===== src/core/umpf_pkg.sv =====
package umpf_pkg;
  // Register byte offsets
  localparam logic [7:0] OFF_CTRL_A   = 8'h00;
  localparam logic [7:0] OFF_CTRL_B   = 8'h04;
  localparam logic [7:0] OFF_DATA     = 8'h08;
  localparam logic [7:0] OFF_BAUD     = 8'h0c;
  localparam logic [7:0] OFF_IRQ_STAT = 8'h10;
  localparam logic [7:0] OFF_IRQ_MASK = 8'h14;
  // Bits of serial_ctrl_status_a
  localparam int B_FILTER = 0;
  localparam int B_DSPEED = 1;
  localparam int B_OVRUN  = 3;
  localparam int B_FRMERR = 4;
  localparam int B_TXC    = 6;
  localparam int B_RXC    = 7;
  // Fields of control b
  localparam int B_RXEN   = 0;
  localparam int B_CSZ_LO = 1;
  localparam int B_PAREN  = 4;
  // Interrupt event bits
  localparam int I_RXC    = 0;
  localparam int I_ADDR   = 1;
  localparam int I_DROP   = 2;
  localparam int I_TXC    = 3;
  localparam int IRQ_W    = 4;
  // Frame format
  localparam logic [3:0] MIN_BITS   = 4'h5;
  localparam logic [3:0] NINE_BITS  = 4'h9;
  localparam logic [2:0] CSZ_NINE   = 3'h4;
  localparam int         NINTH_POS  = 8;
  // Oversampling: samples per bit and first voting sample
  localparam logic [4:0] S_NORM  = 5'h10;
  localparam logic [4:0] S_DBL   = 5'h08;
  localparam logic [4:0] SF_NORM = 5'h08;
  localparam logic [4:0] SF_DBL  = 5'h04;
  // Reset values
  localparam logic [11:0] BAUD_RST = 12'h000;
  localparam logic [31:0] ZERO32   = 32'h0000_0000;
  localparam logic [1:0]  RESP_OK  = 2'h0;
  localparam logic [1:0]  RESP_ERR = 2'h2;
  // Receiver states
  typedef enum logic [1:0] {
    ST_IDLE  = 2'b00,
    ST_START = 2'b01,
    ST_BITS  = 2'b10,
    ST_STOP  = 2'b11
  } umpf_rx_state_t;
endpackage


===== src/core/umpf_top.sv =====
`timescale 1ns/1ps
// Notes on behaviour
// - With filtering on, frames without address indication never reach the buffer.
// - With five to eight data bits, the first stop bit gives frame type.
// - With nine data bits, the received ninth bit gives frame type.
// - Frame-type bit one means address frame; zero means data frame.
// - Transmitter behaviour does not depend on the filter enable.
// - Accepted address frame sets receive-complete just like normal reception.
// - After enable clears, all frames are accepted; else wait for address frame.
// - Filter enable shares the register word with transmit-complete flag.
// - Sixteen samples per bit normally, eight in double speed.
// - First voting sample is 8 normally, 4 in double speed.
// - Middle voting sample is 9 normally, 5 in double speed.
// - Character plus parity length runs from five to ten bits.
// - Each bit is the majority of three centre samples.
module umpf_top
  import umpf_pkg::*;
(
  // Clock and reset
  input  wire logic        aclk,
  input  wire logic        aresetn,
  // AXI4-Lite write address
  input  wire logic [7:0]  s_axi_awaddr,
  input  wire logic        s_axi_awvalid,
  output logic             s_axi_awready,
  // AXI4-Lite write data
  input  wire logic [31:0] s_axi_wdata,
  input  wire logic [3:0]  s_axi_wstrb,
  input  wire logic        s_axi_wvalid,
  output logic             s_axi_wready,
  // AXI4-Lite write response
  output logic [1:0]       s_axi_bresp,
  output logic             s_axi_bvalid,
  input  wire logic        s_axi_bready,
  // AXI4-Lite read address
  input  wire logic [7:0]  s_axi_araddr,
  input  wire logic        s_axi_arvalid,
  output logic             s_axi_arready,
  // AXI4-Lite read data
  output logic [31:0]      s_axi_rdata,
  output logic [1:0]       s_axi_rresp,
  output logic             s_axi_rvalid,
  input  wire logic        s_axi_rready,
  // Serial line and transmitter status
  input  wire logic        rxd,
  input  wire logic        tx_done,
  // Interrupt
  output logic             irq
);
  // Control and status state
  logic              multiproc_filter_bit_r;
  logic              double_speed_select_r;
  logic              tx_complete_flag_r;
  logic              rx_complete_flag_r;
  logic              frame_err_r;
  logic              overrun_r;
  logic              rx_enable_r;
  logic [2:0]        char_size_select_r;
  logic              parity_en_r;
  logic [11:0]       baud_div_r;
  logic [8:0]        serial_data_reg_r;
  logic [IRQ_W-1:0]  irq_stat_r;
  logic [IRQ_W-1:0]  irq_mask_r;
  logic [IRQ_W-1:0]  irq_set;
  logic [IRQ_W-1:0]  irq_clr;

  // Bus handshake state
  logic              aw_have_r;
  logic              w_have_r;
  logic [7:0]        aw_addr_r;
  logic [31:0]       w_data_r;
  logic [3:0]        w_strb_r;
  logic              wr_go;
  logic              rd_go;
  logic [31:0]       wmask;

  // Receiver interface
  logic              sample_en;
  logic              rx_done;
  logic [9:0]        rx_bits;
  logic              rx_stop;
  logic [3:0]        data_bits;
  logic [3:0]        frame_bits;
  logic              ninth_mode;
  logic              frame_type;
  logic              accept;
  logic              drop;
  logic              data_read;

  // Register hit test, shared by read and write paths
  function automatic logic reg_hit(input logic [7:0] a);
    reg_hit = (a == OFF_CTRL_A) || (a == OFF_CTRL_B) || (a == OFF_DATA) ||
              (a == OFF_BAUD) || (a == OFF_IRQ_STAT) || (a == OFF_IRQ_MASK);
  endfunction

  // Data bit count from the size field; codes above four saturate at nine
  function automatic logic [3:0] csz_bits(input logic [2:0] sel);
    csz_bits = (sel >= CSZ_NINE) ? NINE_BITS : MIN_BITS + {1'b0, sel};
  endfunction

  // Sample rate divider and receiver core
  umpf_baud u_baud (
    .aclk      (aclk),
    .aresetn   (aresetn),
    .divisor   (baud_div_r),
    .sample_en (sample_en)
  );

  umpf_rx u_rx (
    .aclk         (aclk),
    .aresetn      (aresetn),
    .enable       (rx_enable_r),
    .sample_en    (sample_en),
    .double_speed (double_speed_select_r),
    .frame_bits   (frame_bits),
    .rxd          (rxd),
    .done         (rx_done),
    .bits         (rx_bits),
    .stop_bit     (rx_stop)
  );

  // Frame length is data bits plus an optional parity bit
  assign data_bits  = csz_bits(char_size_select_r);
  assign frame_bits = data_bits + {3'h0, parity_en_r};
  assign ninth_mode = (data_bits == NINE_BITS);

  // Frame type: ninth bit in nine-bit mode, else first stop bit
  assign frame_type = ninth_mode ? rx_bits[NINTH_POS] : rx_stop;
  // A one marks an address frame, a zero a data frame
  assign accept = rx_done && (frame_type || !multiproc_filter_bit_r);
  assign drop   = rx_done && !frame_type && multiproc_filter_bit_r;

  // Bus strobes
  assign wr_go     = aw_have_r && w_have_r && !s_axi_bvalid;
  assign rd_go     = s_axi_arvalid && s_axi_arready;
  assign data_read = rd_go && (s_axi_araddr == OFF_DATA);
  assign wmask     = {{8{w_strb_r[3]}}, {8{w_strb_r[2]}},
                      {8{w_strb_r[1]}}, {8{w_strb_r[0]}}};

  // Write address and data are caught separately, in either order
  always_ff @(posedge aclk) begin
    if (!aresetn) begin
      aw_have_r     <= 1'b0;
      w_have_r      <= 1'b0;
      aw_addr_r     <= 8'h00;
      w_data_r      <= ZERO32;
      w_strb_r      <= 4'h0;
      s_axi_awready <= 1'b0;
      s_axi_wready  <= 1'b0;
    end else begin
      if (s_axi_awvalid && s_axi_awready) begin
        aw_have_r <= 1'b1;
        aw_addr_r <= s_axi_awaddr;
      end else if (wr_go) begin
        aw_have_r <= 1'b0;
      end
      if (s_axi_wvalid && s_axi_wready) begin
        w_have_r <= 1'b1;
        w_data_r <= s_axi_wdata;
        w_strb_r <= s_axi_wstrb;
      end else if (wr_go) begin
        w_have_r <= 1'b0;
      end
      // Ready only while the holding slot is free
      // Kept low while an answer waits, so no new write slips in under it
      s_axi_awready <= !aw_have_r && !(s_axi_awvalid && s_axi_awready) &&
                       !(s_axi_bvalid && !s_axi_bready);
      s_axi_wready  <= !w_have_r && !(s_axi_wvalid && s_axi_wready) &&
                       !(s_axi_bvalid && !s_axi_bready);
    end
  end

  // Write response; unmapped addresses answer with an error
  always_ff @(posedge aclk) begin
    if (!aresetn) begin
      s_axi_bvalid <= 1'b0;
      s_axi_bresp  <= RESP_OK;
    end else if (wr_go) begin
      s_axi_bvalid <= 1'b1;
      s_axi_bresp  <= reg_hit(aw_addr_r) ? RESP_OK : RESP_ERR;
    end else if (s_axi_bready) begin
      s_axi_bvalid <= 1'b0;
    end
  end

  // Read channel: one read in flight, answered one cycle after acceptance
  always_ff @(posedge aclk) begin
    if (!aresetn) begin
      s_axi_arready <= 1'b0;
      s_axi_rvalid  <= 1'b0;
      s_axi_rdata   <= ZERO32;
      s_axi_rresp   <= RESP_OK;
    end else if (rd_go) begin
      s_axi_arready <= 1'b0;
      s_axi_rvalid  <= 1'b1;
      s_axi_rresp   <= reg_hit(s_axi_araddr) ? RESP_OK : RESP_ERR;
      s_axi_rdata   <= ZERO32;
      case (s_axi_araddr)
        OFF_CTRL_A: begin
          s_axi_rdata[B_FILTER] <= multiproc_filter_bit_r;
          s_axi_rdata[B_DSPEED] <= double_speed_select_r;
          s_axi_rdata[B_OVRUN]  <= overrun_r;
          s_axi_rdata[B_FRMERR] <= frame_err_r;
          s_axi_rdata[B_TXC]    <= tx_complete_flag_r;
          s_axi_rdata[B_RXC]    <= rx_complete_flag_r;
        end
        OFF_CTRL_B: begin
          s_axi_rdata[B_RXEN]             <= rx_enable_r;
          s_axi_rdata[B_CSZ_LO+:3]        <= char_size_select_r;
          s_axi_rdata[B_PAREN]            <= parity_en_r;
        end
        OFF_DATA:     s_axi_rdata[8:0]       <= serial_data_reg_r;
        OFF_BAUD:     s_axi_rdata[11:0]      <= baud_div_r;
        OFF_IRQ_STAT: s_axi_rdata[IRQ_W-1:0] <= irq_stat_r;
        OFF_IRQ_MASK: s_axi_rdata[IRQ_W-1:0] <= irq_mask_r;
        default:      s_axi_rdata            <= ZERO32;
      endcase
    end else begin
      if (s_axi_rvalid && s_axi_rready) s_axi_rvalid <= 1'b0;
      s_axi_arready <= !s_axi_rvalid || s_axi_rready;
    end
  end

  // Plain configuration registers, byte lanes honoured
  always_ff @(posedge aclk) begin
    if (!aresetn) begin
      multiproc_filter_bit_r <= 1'b0;
      double_speed_select_r  <= 1'b0;
      rx_enable_r            <= 1'b0;
      char_size_select_r     <= 3'h0;
      parity_en_r            <= 1'b0;
      baud_div_r             <= BAUD_RST;
      irq_mask_r             <= '0;
    end else if (wr_go && w_strb_r[0]) begin
      case (aw_addr_r)
        OFF_CTRL_A: begin
          // Whole-word write: a set-bit or clear-bit style read-modify-write
          // would write back a one to the completion flag and clear it
          multiproc_filter_bit_r <= w_data_r[B_FILTER];
          double_speed_select_r  <= w_data_r[B_DSPEED];
        end
        OFF_CTRL_B: begin
          rx_enable_r        <= w_data_r[B_RXEN];
          char_size_select_r <= w_data_r[B_CSZ_LO+:3];
          parity_en_r        <= w_data_r[B_PAREN];
        end
        OFF_BAUD: baud_div_r <= (w_data_r[11:0] & wmask[11:0]) | (baud_div_r & ~wmask[11:0]);
        OFF_IRQ_MASK: irq_mask_r <= w_data_r[IRQ_W-1:0];
        default: ;
      endcase
    end else if (wr_go && w_strb_r[1] && aw_addr_r == OFF_BAUD) begin
      baud_div_r[11:8] <= w_data_r[11:8];
    end
  end

  // Transmit-complete: set by the transmitter whatever the filter says,
  // cleared by writing one; a set in the same cycle wins
  always_ff @(posedge aclk) begin
    if (!aresetn) begin
      tx_complete_flag_r <= 1'b0;
    end else if (tx_done) begin
      tx_complete_flag_r <= 1'b1;
    end else if (wr_go && w_strb_r[0] && aw_addr_r == OFF_CTRL_A && w_data_r[B_TXC]) begin
      tx_complete_flag_r <= 1'b0;
    end
  end

  // Receive buffer; a dropped frame leaves data and flags alone
  always_ff @(posedge aclk) begin
    if (!aresetn) begin
      rx_complete_flag_r <= 1'b0;
      serial_data_reg_r  <= 9'h000;
      frame_err_r        <= 1'b0;
      overrun_r          <= 1'b0;
    end else if (!rx_enable_r) begin
      rx_complete_flag_r <= 1'b0; // Disabling flushes the buffer
    end else if (accept && (!rx_complete_flag_r || data_read)) begin
      // Accepted frame, address or not, completes as a normal reception
      rx_complete_flag_r <= 1'b1;
      serial_data_reg_r  <= ninth_mode ? rx_bits[8:0] : {1'b0, rx_bits[7:0]};
      frame_err_r        <= !rx_stop;
      overrun_r          <= 1'b0;
    end else if (accept) begin
      overrun_r <= 1'b1; // Buffer still full: frame lost, old data kept
    end else if (data_read) begin
      rx_complete_flag_r <= 1'b0;
    end
  end

  // Interrupt events; set has priority over the write-one clear
  assign irq_set = {tx_done, drop, accept && frame_type, accept};
  assign irq_clr = (wr_go && w_strb_r[0] && aw_addr_r == OFF_IRQ_STAT) ?
                   w_data_r[IRQ_W-1:0] : '0;

  always_ff @(posedge aclk) begin
    if (!aresetn) begin
      irq_stat_r <= '0;
      irq <= 1'b0;
    end else begin
      irq_stat_r <= (irq_stat_r & ~irq_clr) | irq_set;
      irq        <= |(irq_stat_r & irq_mask_r);
    end
  end
endmodule


===== src/core/umpf_baud.sv =====
`timescale 1ns/1ps
module umpf_baud
  import umpf_pkg::*;
(
  // Clock and reset
  input  wire logic        aclk,
  input  wire logic        aresetn,
  // Divisor
  input  wire logic [11:0] divisor,
  // Sample enable
  output logic             sample_en
);
  logic [11:0] cnt_r;

  // One tick every divisor+1 clocks; same rate in both speed modes
  always_ff @(posedge aclk) begin
    if (!aresetn) begin
      cnt_r     <= BAUD_RST;
      sample_en <= 1'b0;
    end else if (cnt_r >= divisor) begin
      cnt_r     <= BAUD_RST;
      sample_en <= 1'b1;
    end else begin
      cnt_r     <= cnt_r + 12'h001;
      sample_en <= 1'b0;
    end
  end
endmodule


===== src/core/umpf_rx.sv =====
`timescale 1ns/1ps
module umpf_rx
  import umpf_pkg::*;
(
  // Clock and reset
  input  wire logic       aclk,
  input  wire logic       aresetn,
  // Control
  input  wire logic       enable,
  input  wire logic       sample_en,
  input  wire logic       double_speed,
  input  wire logic [3:0] frame_bits,
  // Serial pin
  input  wire logic       rxd,
  // Received frame
  output logic            done,
  output logic [9:0]      bits,
  output logic            stop_bit
);
  umpf_rx_state_t state_r;
  logic [1:0] sync_r;
  logic [4:0] cnt_r;
  logic [4:0] nc;
  logic [4:0] spb;
  logic [4:0] sf;
  logic [3:0] bitn_r;
  logic       s0_r;
  logic       s1_r;
  logic       vote;

  function automatic logic maj(input logic a, input logic b, input logic c);
    maj = (a & b) | (a & c) | (b & c);
  endfunction

  // Two flops before the pin is looked at
  always_ff @(posedge aclk) begin
    if (!aresetn) sync_r <= 2'b11;
    else          sync_r <= {sync_r[0], rxd};
  end

  // Samples per bit and voting window by speed mode
  assign spb  = double_speed ? S_DBL : S_NORM;
  assign sf   = double_speed ? SF_DBL : SF_NORM;
  assign nc   = (cnt_r == spb) ? 5'h01 : cnt_r + 5'h01;
  assign vote = maj(s0_r, s1_r, sync_r[1]);

  // Sample numbering starts at 1 on the first low sample
  always_ff @(posedge aclk) begin
    if (!aresetn) begin
      state_r  <= ST_IDLE;
      cnt_r    <= 5'h01;
      bitn_r   <= 4'h0;
      s0_r     <= 1'b1;
      s1_r     <= 1'b1;
      done     <= 1'b0;
      bits     <= 10'h000;
      stop_bit <= 1'b1;
    end else begin
      done <= 1'b0;
      if (!enable) begin
        state_r <= ST_IDLE;
      end else if (sample_en) begin
        if (state_r == ST_IDLE) begin
          if (!sync_r[1]) begin
            state_r <= ST_START;
            cnt_r   <= 5'h01;
          end
        end else begin
          cnt_r <= nc;
          if (nc == sf) s0_r <= sync_r[1];
          if (nc == sf + 5'h01) s1_r <= sync_r[1];
          if (nc == sf + 5'h02) begin
            case (state_r)
              ST_START: begin
                state_r <= vote ? ST_IDLE : ST_BITS; // Spike rejected
                bitn_r  <= 4'h0;
                bits    <= 10'h000; // Short frames must not show older high bits
              end
              ST_BITS: begin
                bits[bitn_r] <= vote;
                bitn_r       <= bitn_r + 4'h1;
                if (bitn_r == frame_bits - 4'h1) state_r <= ST_STOP;
              end
              ST_STOP: begin
                // Only the first stop bit is used; next start may follow at once
                stop_bit <= vote;
                done     <= 1'b1;
                state_r  <= ST_IDLE;
              end
              default: state_r <= ST_IDLE;
            endcase
          end
        end
      end
    end
  end
endmodule


===== config.mk =====
export PLATFORM = sky130hd
export DESIGN_NAME = umpf_top
export DESIGN_NICKNAME = d
export VERILOG_FILES = /design/src/core/umpf_pkg.sv /design/src/core/umpf_top.sv /design/src/core/umpf_baud.sv /design/src/core/umpf_rx.sv
export SDC_FILE = /design/constraint.sdc
export NUM_CORES = 1
export LEC_CHECK = 0
export BUFFER_PORTS_ARGS = -buffer_cell sky130_fd_sc_hd__buf_2
export CORE_MARGIN = 2
export CORE_UTILIZATION = 45
export CTS_CLUSTER_DIAMETER = 40
export DETAILED_ROUTE_END_ITERATION = 16
export GPL_TIMING_DRIVEN = 0
export PLACE_DENSITY = 0.77
export SYNTH_ARGS = -nofsm -noshare
export SYNTH_HDL_FRONTEND = slang
export SYNTH_SLANG_ARGS = --single-unit

===== constraint.sdc =====
create_clock -name aclk -period 5.62 [get_ports aclk]
set_input_delay 0.562 -clock aclk [delete_from_list [all_inputs] [get_ports aclk]]
set_output_delay 0.562 -clock aclk [all_outputs]
set_load 0.02 [all_outputs]

# Word-level counts from Yosys, hierarchy flattened
# Cells that the tools add are included.
[word_totals]
register_bits = 126
out_inout_bits = 42
word_cells = 222
[op_classes]
n_addsub = 8
n_lt_le_gt_ge = 4
n_eq_ne = 23
n_mux = 49
bitwise = 18
reduce_logical = 81
[ops]
columns = ["cell", "count"]
rows = [
  ["$eq A8 B4 Y1 const B", 4],
  ["$eq A8 B5 Y1 const B", 4],
  ["$and A12 B12 Y12", 2],
  ["$logic_and A1 B1 Y1", 24],
  ["$eq A5 B5 Y1", 4],
  ["$mux W4", 5],
  ["$mux W5", 4],
  ["$pmux W10 S2", 1],
  ["$reduce_bool A2 Y1", 10],
  ["$mux W1", 18],
  ["$reduce_and A2 Y1", 9],
  ["$eq A8 B3 Y1 const B", 2],
  ["$logic_not A8 Y1", 2],
  ["$mux W2", 7],
  ["$logic_or A1 B1 Y1", 13],
  ["$add A12 B1 Y12 const B", 1],
  ["$ge A12 B12 Y1", 1],
  ["$logic_not A1 Y1", 12],
  ["$mux W12", 1],
  ["$not A12 Y12", 1],
  ["$or A12 B12 Y12", 1],
  ["$pmux W2 S6", 1],
  ["$reduce_and A4 Y1", 3],
  ["$add A5 B1 Y5 const B", 2],
  ["38 further kinds", 51],
]

# Depth between registers and ports, before layout
# Gate-level depths: netlist of run 1.
[depth]
word_depth = 9
ltp_mapped = 10
mapped_depth_nobuf = 10

# Hierarchy
# Synthesis of run 1 repeated with hierarchy kept, for this count alone.
[hier_totals]
cells_unflattened = 764
hier_area_um2 = 6611.3
[by_module_without_submodules]
columns = ["module", "n_inst", "cells_per_inst", "area_per_inst_um2", "seq_area_each_um2"]
rows = [
  ["umpf_top", 1, 433, 3788.6, 1681.6],
  ["umpf_rx", 1, 236, 1915.6, 540.5],
  ["umpf_baud", 1, 95, 907.1, 260.2],
]

# Worst setup path after synthesis of run 1
# OpenSTA, ideal clock, no wires.
[synth_timing]
path_kind = "register to register"
from = "reg u_rx.cnt_r[0]"
to = "reg u_rx.bits[0]"
setup_ns = 0.115
t_arrival_ns = 2.050
required_ns = 5.505
slack_ns = 3.455
path_stages_with_launch = 9
path_buffers = 0
cell_sequence = "dfxtp_1 > inv_1 > ha_1 > nor4b_2 > or4_4 > and3_4 > nand2_4 > nor4b_2 > a21bo_2"
[synth_via]
elab_chain_len = 4
[synth_rtl]
columns = ["element", "line", "rtl"]
rows = [
  ["start: declaration", "umpf_rx.sv:22", "logic [4:0] cnt_r;"],
  ["start signal: assignment", "umpf_rx.sv:69", "cnt_r <= nc;"],
  ["$add A5 B1 Y5 or $eq A5 B5 Y1 (tied branches)", "umpf_rx.sv:44", "assign nc = (cnt_r == spb) ? 5'h01 : cnt_r + 5'h01;"],
  ["$mux W5 (*)", "umpf_rx.sv:44", ""],
  ["$eq A5 B5 Y1 (*)", "umpf_rx.sv:72", "if (nc == sf + 5'h02) begin"],
  ["$reduce_and A5 Y1 (no source line) (*)", "--", ""],
  ["end signal: indexed assignment", "umpf_rx.sv:80", "bits[bitn_r] <= vote;"],
  ["end: declaration", "umpf_rx.sv:17", "output logic [9:0] bits,"],
]
# Mark *: on every way between the ends. The rest lies on a longest branch, timed or not.
# A chain may end at the register's enable or synchronous reset.

# Final worst setup path of run 1
[layout_timing]
from = "reg u_rx.cnt_r[0]"
to = "reg u_rx.bits[2]"
# Same word-level chain as after synthesis.

==> results of run 1 <==
[Yosys cell counts, drive strengths merged, types with 3 or more instances]
master	number	area share
dfxtp	123	0.41
nand2	84	0.054
nor2	77	0.048
a21oi	70	0.061
mux2i	36	0.060
inv	33	0.021
ha	29	0.061
buf	27	0.033
o21ai	27	0.023
clkbuf	22	0.014
nand3	17	0.014
nor3	13	0.012
nand2b	10	0.010
xor2	10	0.015
a21bo	8	0.013
and3	7	0.0082
nand4	7	0.0073
nor4	6	0.0073
xnor2	6	0.0088
a211oi	5	0.0063
a21o	5	0.0063
a22oi	5	0.0063
and2	5	0.0052
nor2b	5	0.0052
a221oi	4	0.0059
or4	4	0.0057
a31oi	3	0.0057
mux4	3	0.011
nand3b	3	0.0038
nand4bb	3	0.0084
nor3b	3	0.0038
or2	3	0.0031
[state kept, by name, summed over array words and instances, names as in the netlist, 2 cells and up, named ones only]
register / count
irq_mask_r: 4
w_strb_r: 2
u_rx.bitn_r: 4
u_rx.sync_r: 2
u_rx.cnt_r: 5
baud_div_r: 4
aw_addr_r: 8
char_size_select_r: 3
serial_data_reg_r: 9
u_baud.cnt_r: 12
u_rx.state_r: 2
w_data_r: 12
s_axi_rdata: 12
u_rx.bits: 9
irq_stat_r: 4
[path summary, 6_finish.rpt]
check,from,to,slack (ns)
min,rxd,u_rx.sync_r[0],0.33
max,u_rx.cnt_r[0],u_rx.bits[2],3.18
min reg2reg,u_rx.sync_r[0],u_rx.sync_r[1],0.41
max reg2reg,u_rx.cnt_r[0],u_rx.bits[2],3.18
[worst register-to-register path, cell delays in order (launching register included)]
cell and delay [ns]:
dfxtp_1 0.46, inv_1 0.08, ha_1 0.29, nor4b_2 0.19, or4_4 0.58, and3_4 0.23, a21oi_4 0.22, o21ai_0 0.14
a21bo_2 0.20
[power groups by stage]
stage	Clock, mW	Sequential [mW]	Combinational, mW
CTS	1.13	0.901	0.112
finish	1.13	0.902	0.113
global route	1.17	0.903	0.124
global placement	0	0.919	0.111
detailed placement	0	0.919	0.112
floorplan	0	0.922	0.0687
[cell families after synthesis]
family | after synthesis | share of synthesized area
simple gates | 255 | 0.2117
compound gates | 141 | 0.1478
flops | 123 | 0.4125
buf+inv | 82 | 0.06770
mux | 41 | 0.07546
fa+ha+maj | 29 | 0.06078
xor+xnor | 16 | 0.02347
other cells | 1 | 0.0006282
[per-layer routing]
layer	GRT usage	vias up	wire, um
met5	0	-	0
met4	0.07366	0	200
met3	0.03448	16	747
met2	0.3251	129	6513
met1	0.2873	2319	7001
li1	-	2524	-
[metrics by stage]
| stage | power [mW] | area [um^2] | hold WS [ns] | instances |
|---|---|---|---|---|
| floorplan | 0.9903 | 6048 | 0.3863 | 709 |
| global placement | 1.030 | 6554 | 0.4097 | 942 |
| detailed placement | 1.031 | 6554 | 0.4025 | 942 |
| CTS | 2.145 | 7164 | 0.3311 | 972 |
| global route | 2.195 | 7164 | 0.3620 | 972 |
| finish | 2.143 | 7167 | 0.3328 | 973 |
[final cells by class]
type,count,area (um^2)
fill,1175,5918
inverter,33,123.9
multi-input combinational,504,3182
antenna,1,2.502
clock buffer,23,498.0
sequential,123,2462
timing repair buffer,57,285.3
clock inverter,7,112.6
tap,176,220.2
buffer,49,280.3
==> results_dict.tcl, run 1 <==
set metrics [dict create \
    cts_buffers 17 \
    postSynthAreaPerCell_um2 8.677 \
    routed_wl_um 14460 \
    crit_arrival_ns 2.80 \
    crit_chain "inv_1 -> ha_1 -> nor4b_2 -> or4_4 -> and3_4 -> a21oi_4 -> o21ai_0 -> a21bo_2" \
    clockBufferDepth 2 \
    grt_usage 0.2069 \
    layout_commonest_cell "dfxtp_1" \
    cts_root_buf "clkbuf_16" \
    synth_top_flop_cell "dfxtp_1" \
    min_path_cells 2 \
    path_delay_family "simple AND/OR/NAND/NOR gates" \
    max_stage_delay_ns 0.58 \
    via_per_inst 5.126 \
    path_buf_inv 1 \
    dieArea_um2 14200 \
    layout_min_cycle_time_ns 2.438 \
    antenna_found_initial 1 \
    die_w_um 119.2 \
    p_switching_mw 0.4649 \
    worstSetupPathType "flip-flop to flip-flop" \
    cts_setup_buffers 0 \
    hold_viol_final 0 \
    cp.depth 8 \
    async_flop_share 0 \
    nets 875 \
    avgRoutedWirePerCell_um 14.86 \
    endpoint_kind "flip-flop" \
    overflow 0 \
    status "completed" \
    syn_area_um2 5969 \
    gp_congestion 0.8863 \
    hold_class "primary input to flip-flop" \
    synth-edff-count 0 \
    tns_ns 0 \
    setup.worst_path.start_class "flip-flop" \
    cp_max_fo 9 \
    fmax_mhz 410.2 \
    cts-resized-gates 0 \
    ys_seq_elements 123 \
    area_growth_pct 20.06 \
    synth_cell_types 63 \
    ctsHoldBuffers 0 \
    timing.final.crit_share 0.4337 \
    initial_core_util 0.4562 \
    sw_frac_of_total 0.2170 \
    top_level_ports 103 \
    required_ns 5.98 \
    drtIter0Drc 336 \
    firstDrtPassIters 5 \
    comb_power_share 0.053 \
    grt_pass1_wl_um 23030 \
    insertion_delay_ns 0.42 \
    rows 42 \
    io_buffers 57 \
    max-slew-margin-rel 0.4559 \
    finalSetupViolCount 0 \
    rsz0062_at_grt "no" \
    drive_above_1_share 0.1784 \
    drc 0 \
    ys_warn_count 0 \
    vias 4988 \
    finClkSkew_ns 0.01204 \
    rr_worst_depth 8 \
    power.leakage_nw 3.016 \
    syn_inst 688 \
    internal_power_mw 1.678 \
    grt_pass1_vias 4570 \
    finish.utilization 0.5477 \
    path_clk_slew_ns 0.05 \
    cp_slowest_cell "or4_4" \
    ys_seq_area_frac 0.4125 \
    postRouteAntennaNets 0 \
    power.density_nw_per_um2 299.0 \
    clkPwrFrac 0.527 \
    setup_ws_ns 3.182 \
    dpl.hpwl_um 10330 \
    grt_max_degree 17 \
    coreArea_um2 13090 \
    seq_power_share 0.421 \
    cts_tree "done" \
    htree_levels 4 \
    maxCapViolCount 0 \
    layout_common_cells "dfxtp_1 (123), nand2_1 (83), nor2_1 (77)" \
    slew_violations 0 \
    pre_cts_ws_ns 2.972 \
    cts.sinks 123 \
    irDropWorstVdd_uv 221.7 \
    worst_pin_slew_ns 0.8099 \
    die_y_um 119.2 \
]
(Power assumes the default switching activity.)
==> run 2, diff against run 1 <==
Settings changed: ABC_AREA set to 1.
Clock period 5.62 ns to 2.5 ns, I/O delays scaled along.
==> results_dict.tcl, run 2 <==
set metrics [dict create \
    slew_violations 0 \
    cts_tree "done" \
    path_clk_slew_ns 0.06 \
    cts-resized-gates 0 \
    antenna_found_initial 0 \
    nets 1016 \
    endpoint_kind "flip-flop" \
    cts.sinks 123 \
    finalSetupViolCount 0 \
    layout_common_cells "nand2_1 (128), dfxtp_1 (123), inv_1 (103)" \
    overflow 0 \
    status "completed" \
    layout_commonest_cell "nand2_1" \
    yosysTopAreaCell "dfxtp_1" \
    syn_area_um2 6048 \
    synth-edff-count 0 \
    timing.final.crit_share 0.8225 \
    setup.worst_path.start_class "flip-flop" \
    routed_wl_um 15520 \
    max-slew-margin-rel 0.5161 \
    crit_arrival_ns 2.40 \
    grt_max_degree 17 \
    top_level_ports 103 \
    coreArea_um2 13190 \
    crit_chain "inv_1 -> ha_1 -> inv_1 -> nor2_4 -> nand3_4 -> a21oi_4 -> nand3_4 -> inv_4 -> buf_8 -> nand4_1 -> a21oi_1" \
    fmax_mhz 486.3 \
    gp_congestion 0.8954 \
    synth_top_cell_area_share 0.4071 \
    cts_root_buf "clkbuf_16" \
    cts_buffers 17 \
    seq_power_share 0.436 \
    dpl.hpwl_um 11450 \
    max_stage_delay_ns 0.38 \
    ys_seq_area_frac 0.4071 \
    worstSetupPathType "flip-flop to flip-flop" \
    die_y_um 119.9 \
    dp_cells 1083 \
    required_ns 2.84 \
    irDropWorstVdd_uv 534.4 \
    synth_most_common_cell "nand2_1" \
    final_cell_count_no_fill 1115 \
    vias 5748 \
    power.leakage_nw 3.085 \
    dieArea_um2 14380 \
    postRouteAntennaNets 0 \
    synth.top_cells.by_area "dfxtp_1 (41%), nand2_1 (7.9%), a21oi_1 (7.0%)" \
    cp_max_fo 10 \
    comb_power_share 0.062 \
    drc 0 \
    insertion_delay_ns 0.42 \
    syn_inst 829 \
    sw_frac_of_total 0.2524 \
    ys_seq_elements 123 \
    drive_above_1_share 0.1406 \
    hold_class "primary input to flip-flop" \
    num_antenna_cells 0 \
    cts_setup_buffers 0 \
    maxCapViolCount 0 \
    ys_warn_count 0 \
    power.density_nw_per_um2 647.1 \
    hold_viol_final 0 \
    clockBufferDepth 2 \
    finClkSkew_ns 0.006837 \
    synth_top_flop_cell "dfxtp_1" \
    rows 42 \
    worst_pin_slew_ns 0.7259 \
    io_buffers 57 \
    tns_ns 0 \
    clkPwrFrac 0.502 \
    fillers 1261 \
    initial_core_util 0.4585 \
    async_flop_share 0 \
    grt_pass1_wl_um 25270 \
    path_buf_inv 4 \
    area_growth_pct 19.05 \
    avgRoutedWirePerCell_um 13.92 \
    cp_slowest_cell "dfxtp_1" \
    drtIter0Drc 560 \
    firstDrtPassIters 6 \
    die_w_um 119.9 \
    largestRegisters "s_axi_rdata: 12 flops, u_baud.cnt_r: 12 flops, w_data_r: 12 flops" \
    grt_pass1_vias 5298 \
    postSynthAreaPerCell_um2 7.296 \
    synth_cell_types 43 \
    grt_usage 0.2236 \
    via_per_inst 5.155 \
    ctsHoldBuffers 0 \
    rsz0062_at_grt "no" \
    internal_power_mw 3.483 \
    htree_levels 4 \
    p_switching_mw 1.176 \
    path_delay_family "compound AO/OA/AOI/OAI gates" \
    layout_min_cycle_time_ns 2.056 \
    synth_common_cells "nand2_1 (128), dfxtp_1 (123), inv_1 (103), nor2_1 (95), a21oi_1 (85)" \
]
==> run 2: cell count changes in the layout (fill, tap and decap cells not counted), sizes merged, moves of 6 or more <==
cell | before | now
a21bo | 8 | 0
nor2 | 77 | 97
inv | 33 | 108
and3 | 7 | 1
nand2b | 10 | 0
a21oi | 70 | 86
nand4 | 7 | 30
clkbuf | 45 | 37
mux2i | 36 | 0
nand2 | 84 | 129
nand3 | 17 | 47
o21ai | 27 | 83
==> run 2: metrics by stage <==
| step | utilization | setup WS, ns | power (mW) | hold slack (ns) | area, um^2 |
|---|---|---|---|---|---|
| CTS | 0.5459 | 0.4590 | 4.678 | 0.02118 | 7201 |
| floorplan | - | 0.6449 | 2.260 | 0.3566 | 6127 |
| global route | 0.5459 | 0.2492 | 4.801 | 0.03253 | 7201 |
| detailed placement | 0.5028 | 0.4798 | 2.357 | 0.4087 | 6633 |
| finish | 0.5459 | 0.4437 | 4.659 | 0.03469 | 7201 |
| global placement | 0.5028 | 0.5080 | 2.354 | 0.4051 | 6633 |
==> run 2: logic make-up (layout without fill, tap and decap cells) <==
kind of cell / after synthesis / after routing / synth area share
other: 1 / 22 / 0.0006200
xor gates and xnor gates: 10 / 10 / 0.01448
buffers and inverters: 154 / 243 / 0.1132
AOI/OAI and AO/OA: 189 / 189 / 0.1676
DFF: 123 / 123 / 0.4071
adders and majority gates: 30 / 30 / 0.06165
and+or+nand+nor: 322 / 322 / 0.2354
==> run 2: worst paths after layout <==
check	end	depth (start not counted)	slack [ns]	startpoint
worst max-delay path	u_rx.bits[4]	11	0.44	u_rx.cnt_r[0]
worst min-delay path	u_rx.sync_r[0]	2	0.03	rxd
worst max register to register	u_rx.bits[4]	11	0.44	u_rx.cnt_r[0]
worst min register to register	u_rx.sync_r[1]	1	0.42	u_rx.sync_r[0]
==> run 2: power groups by stage <==
| stage | registers (mW) | logic (mW) | clock network (mW) |
|---|---|---|---|
| global route | 2.03 | 0.323 | 2.44 |
| floorplan | 2.08 | 0.181 | 0 |
| CTS | 2.03 | 0.287 | 2.36 |
| detailed placement | 2.07 | 0.286 | 0 |
| global placement | 2.07 | 0.283 | 0 |
| finish | 2.03 | 0.291 | 2.34 |
==> run 2: metal layers <==
metal | wire length [um] | global-route usage | part of all wire | up-vias
met4 | 354 | 0.09044 | 0.023 | 0
met3 | 1260 | 0.04943 | 0.081 | 29
met1 | 7053 | 0.2990 | 0.45 | 2577
met5 | 0 | 0 | 0 | -
li1 | - | - | - | 2901
met2 | 6853 | 0.3494 | 0.44 | 241
==> run 2: area by class of cell <==
type	instances	area (um^2)	share of cell area
clock inverter	15	142.6	0.01981
tap	176	220.2	0.03058
timing repair buffer	57	285.3	0.03962
sequential	123	2462	0.3420
clock buffer	17	425.4	0.05908
buffer	49	287.8	0.03997
inverter	105	396.6	0.05508
multi-input combinational	573	2980	0.4139
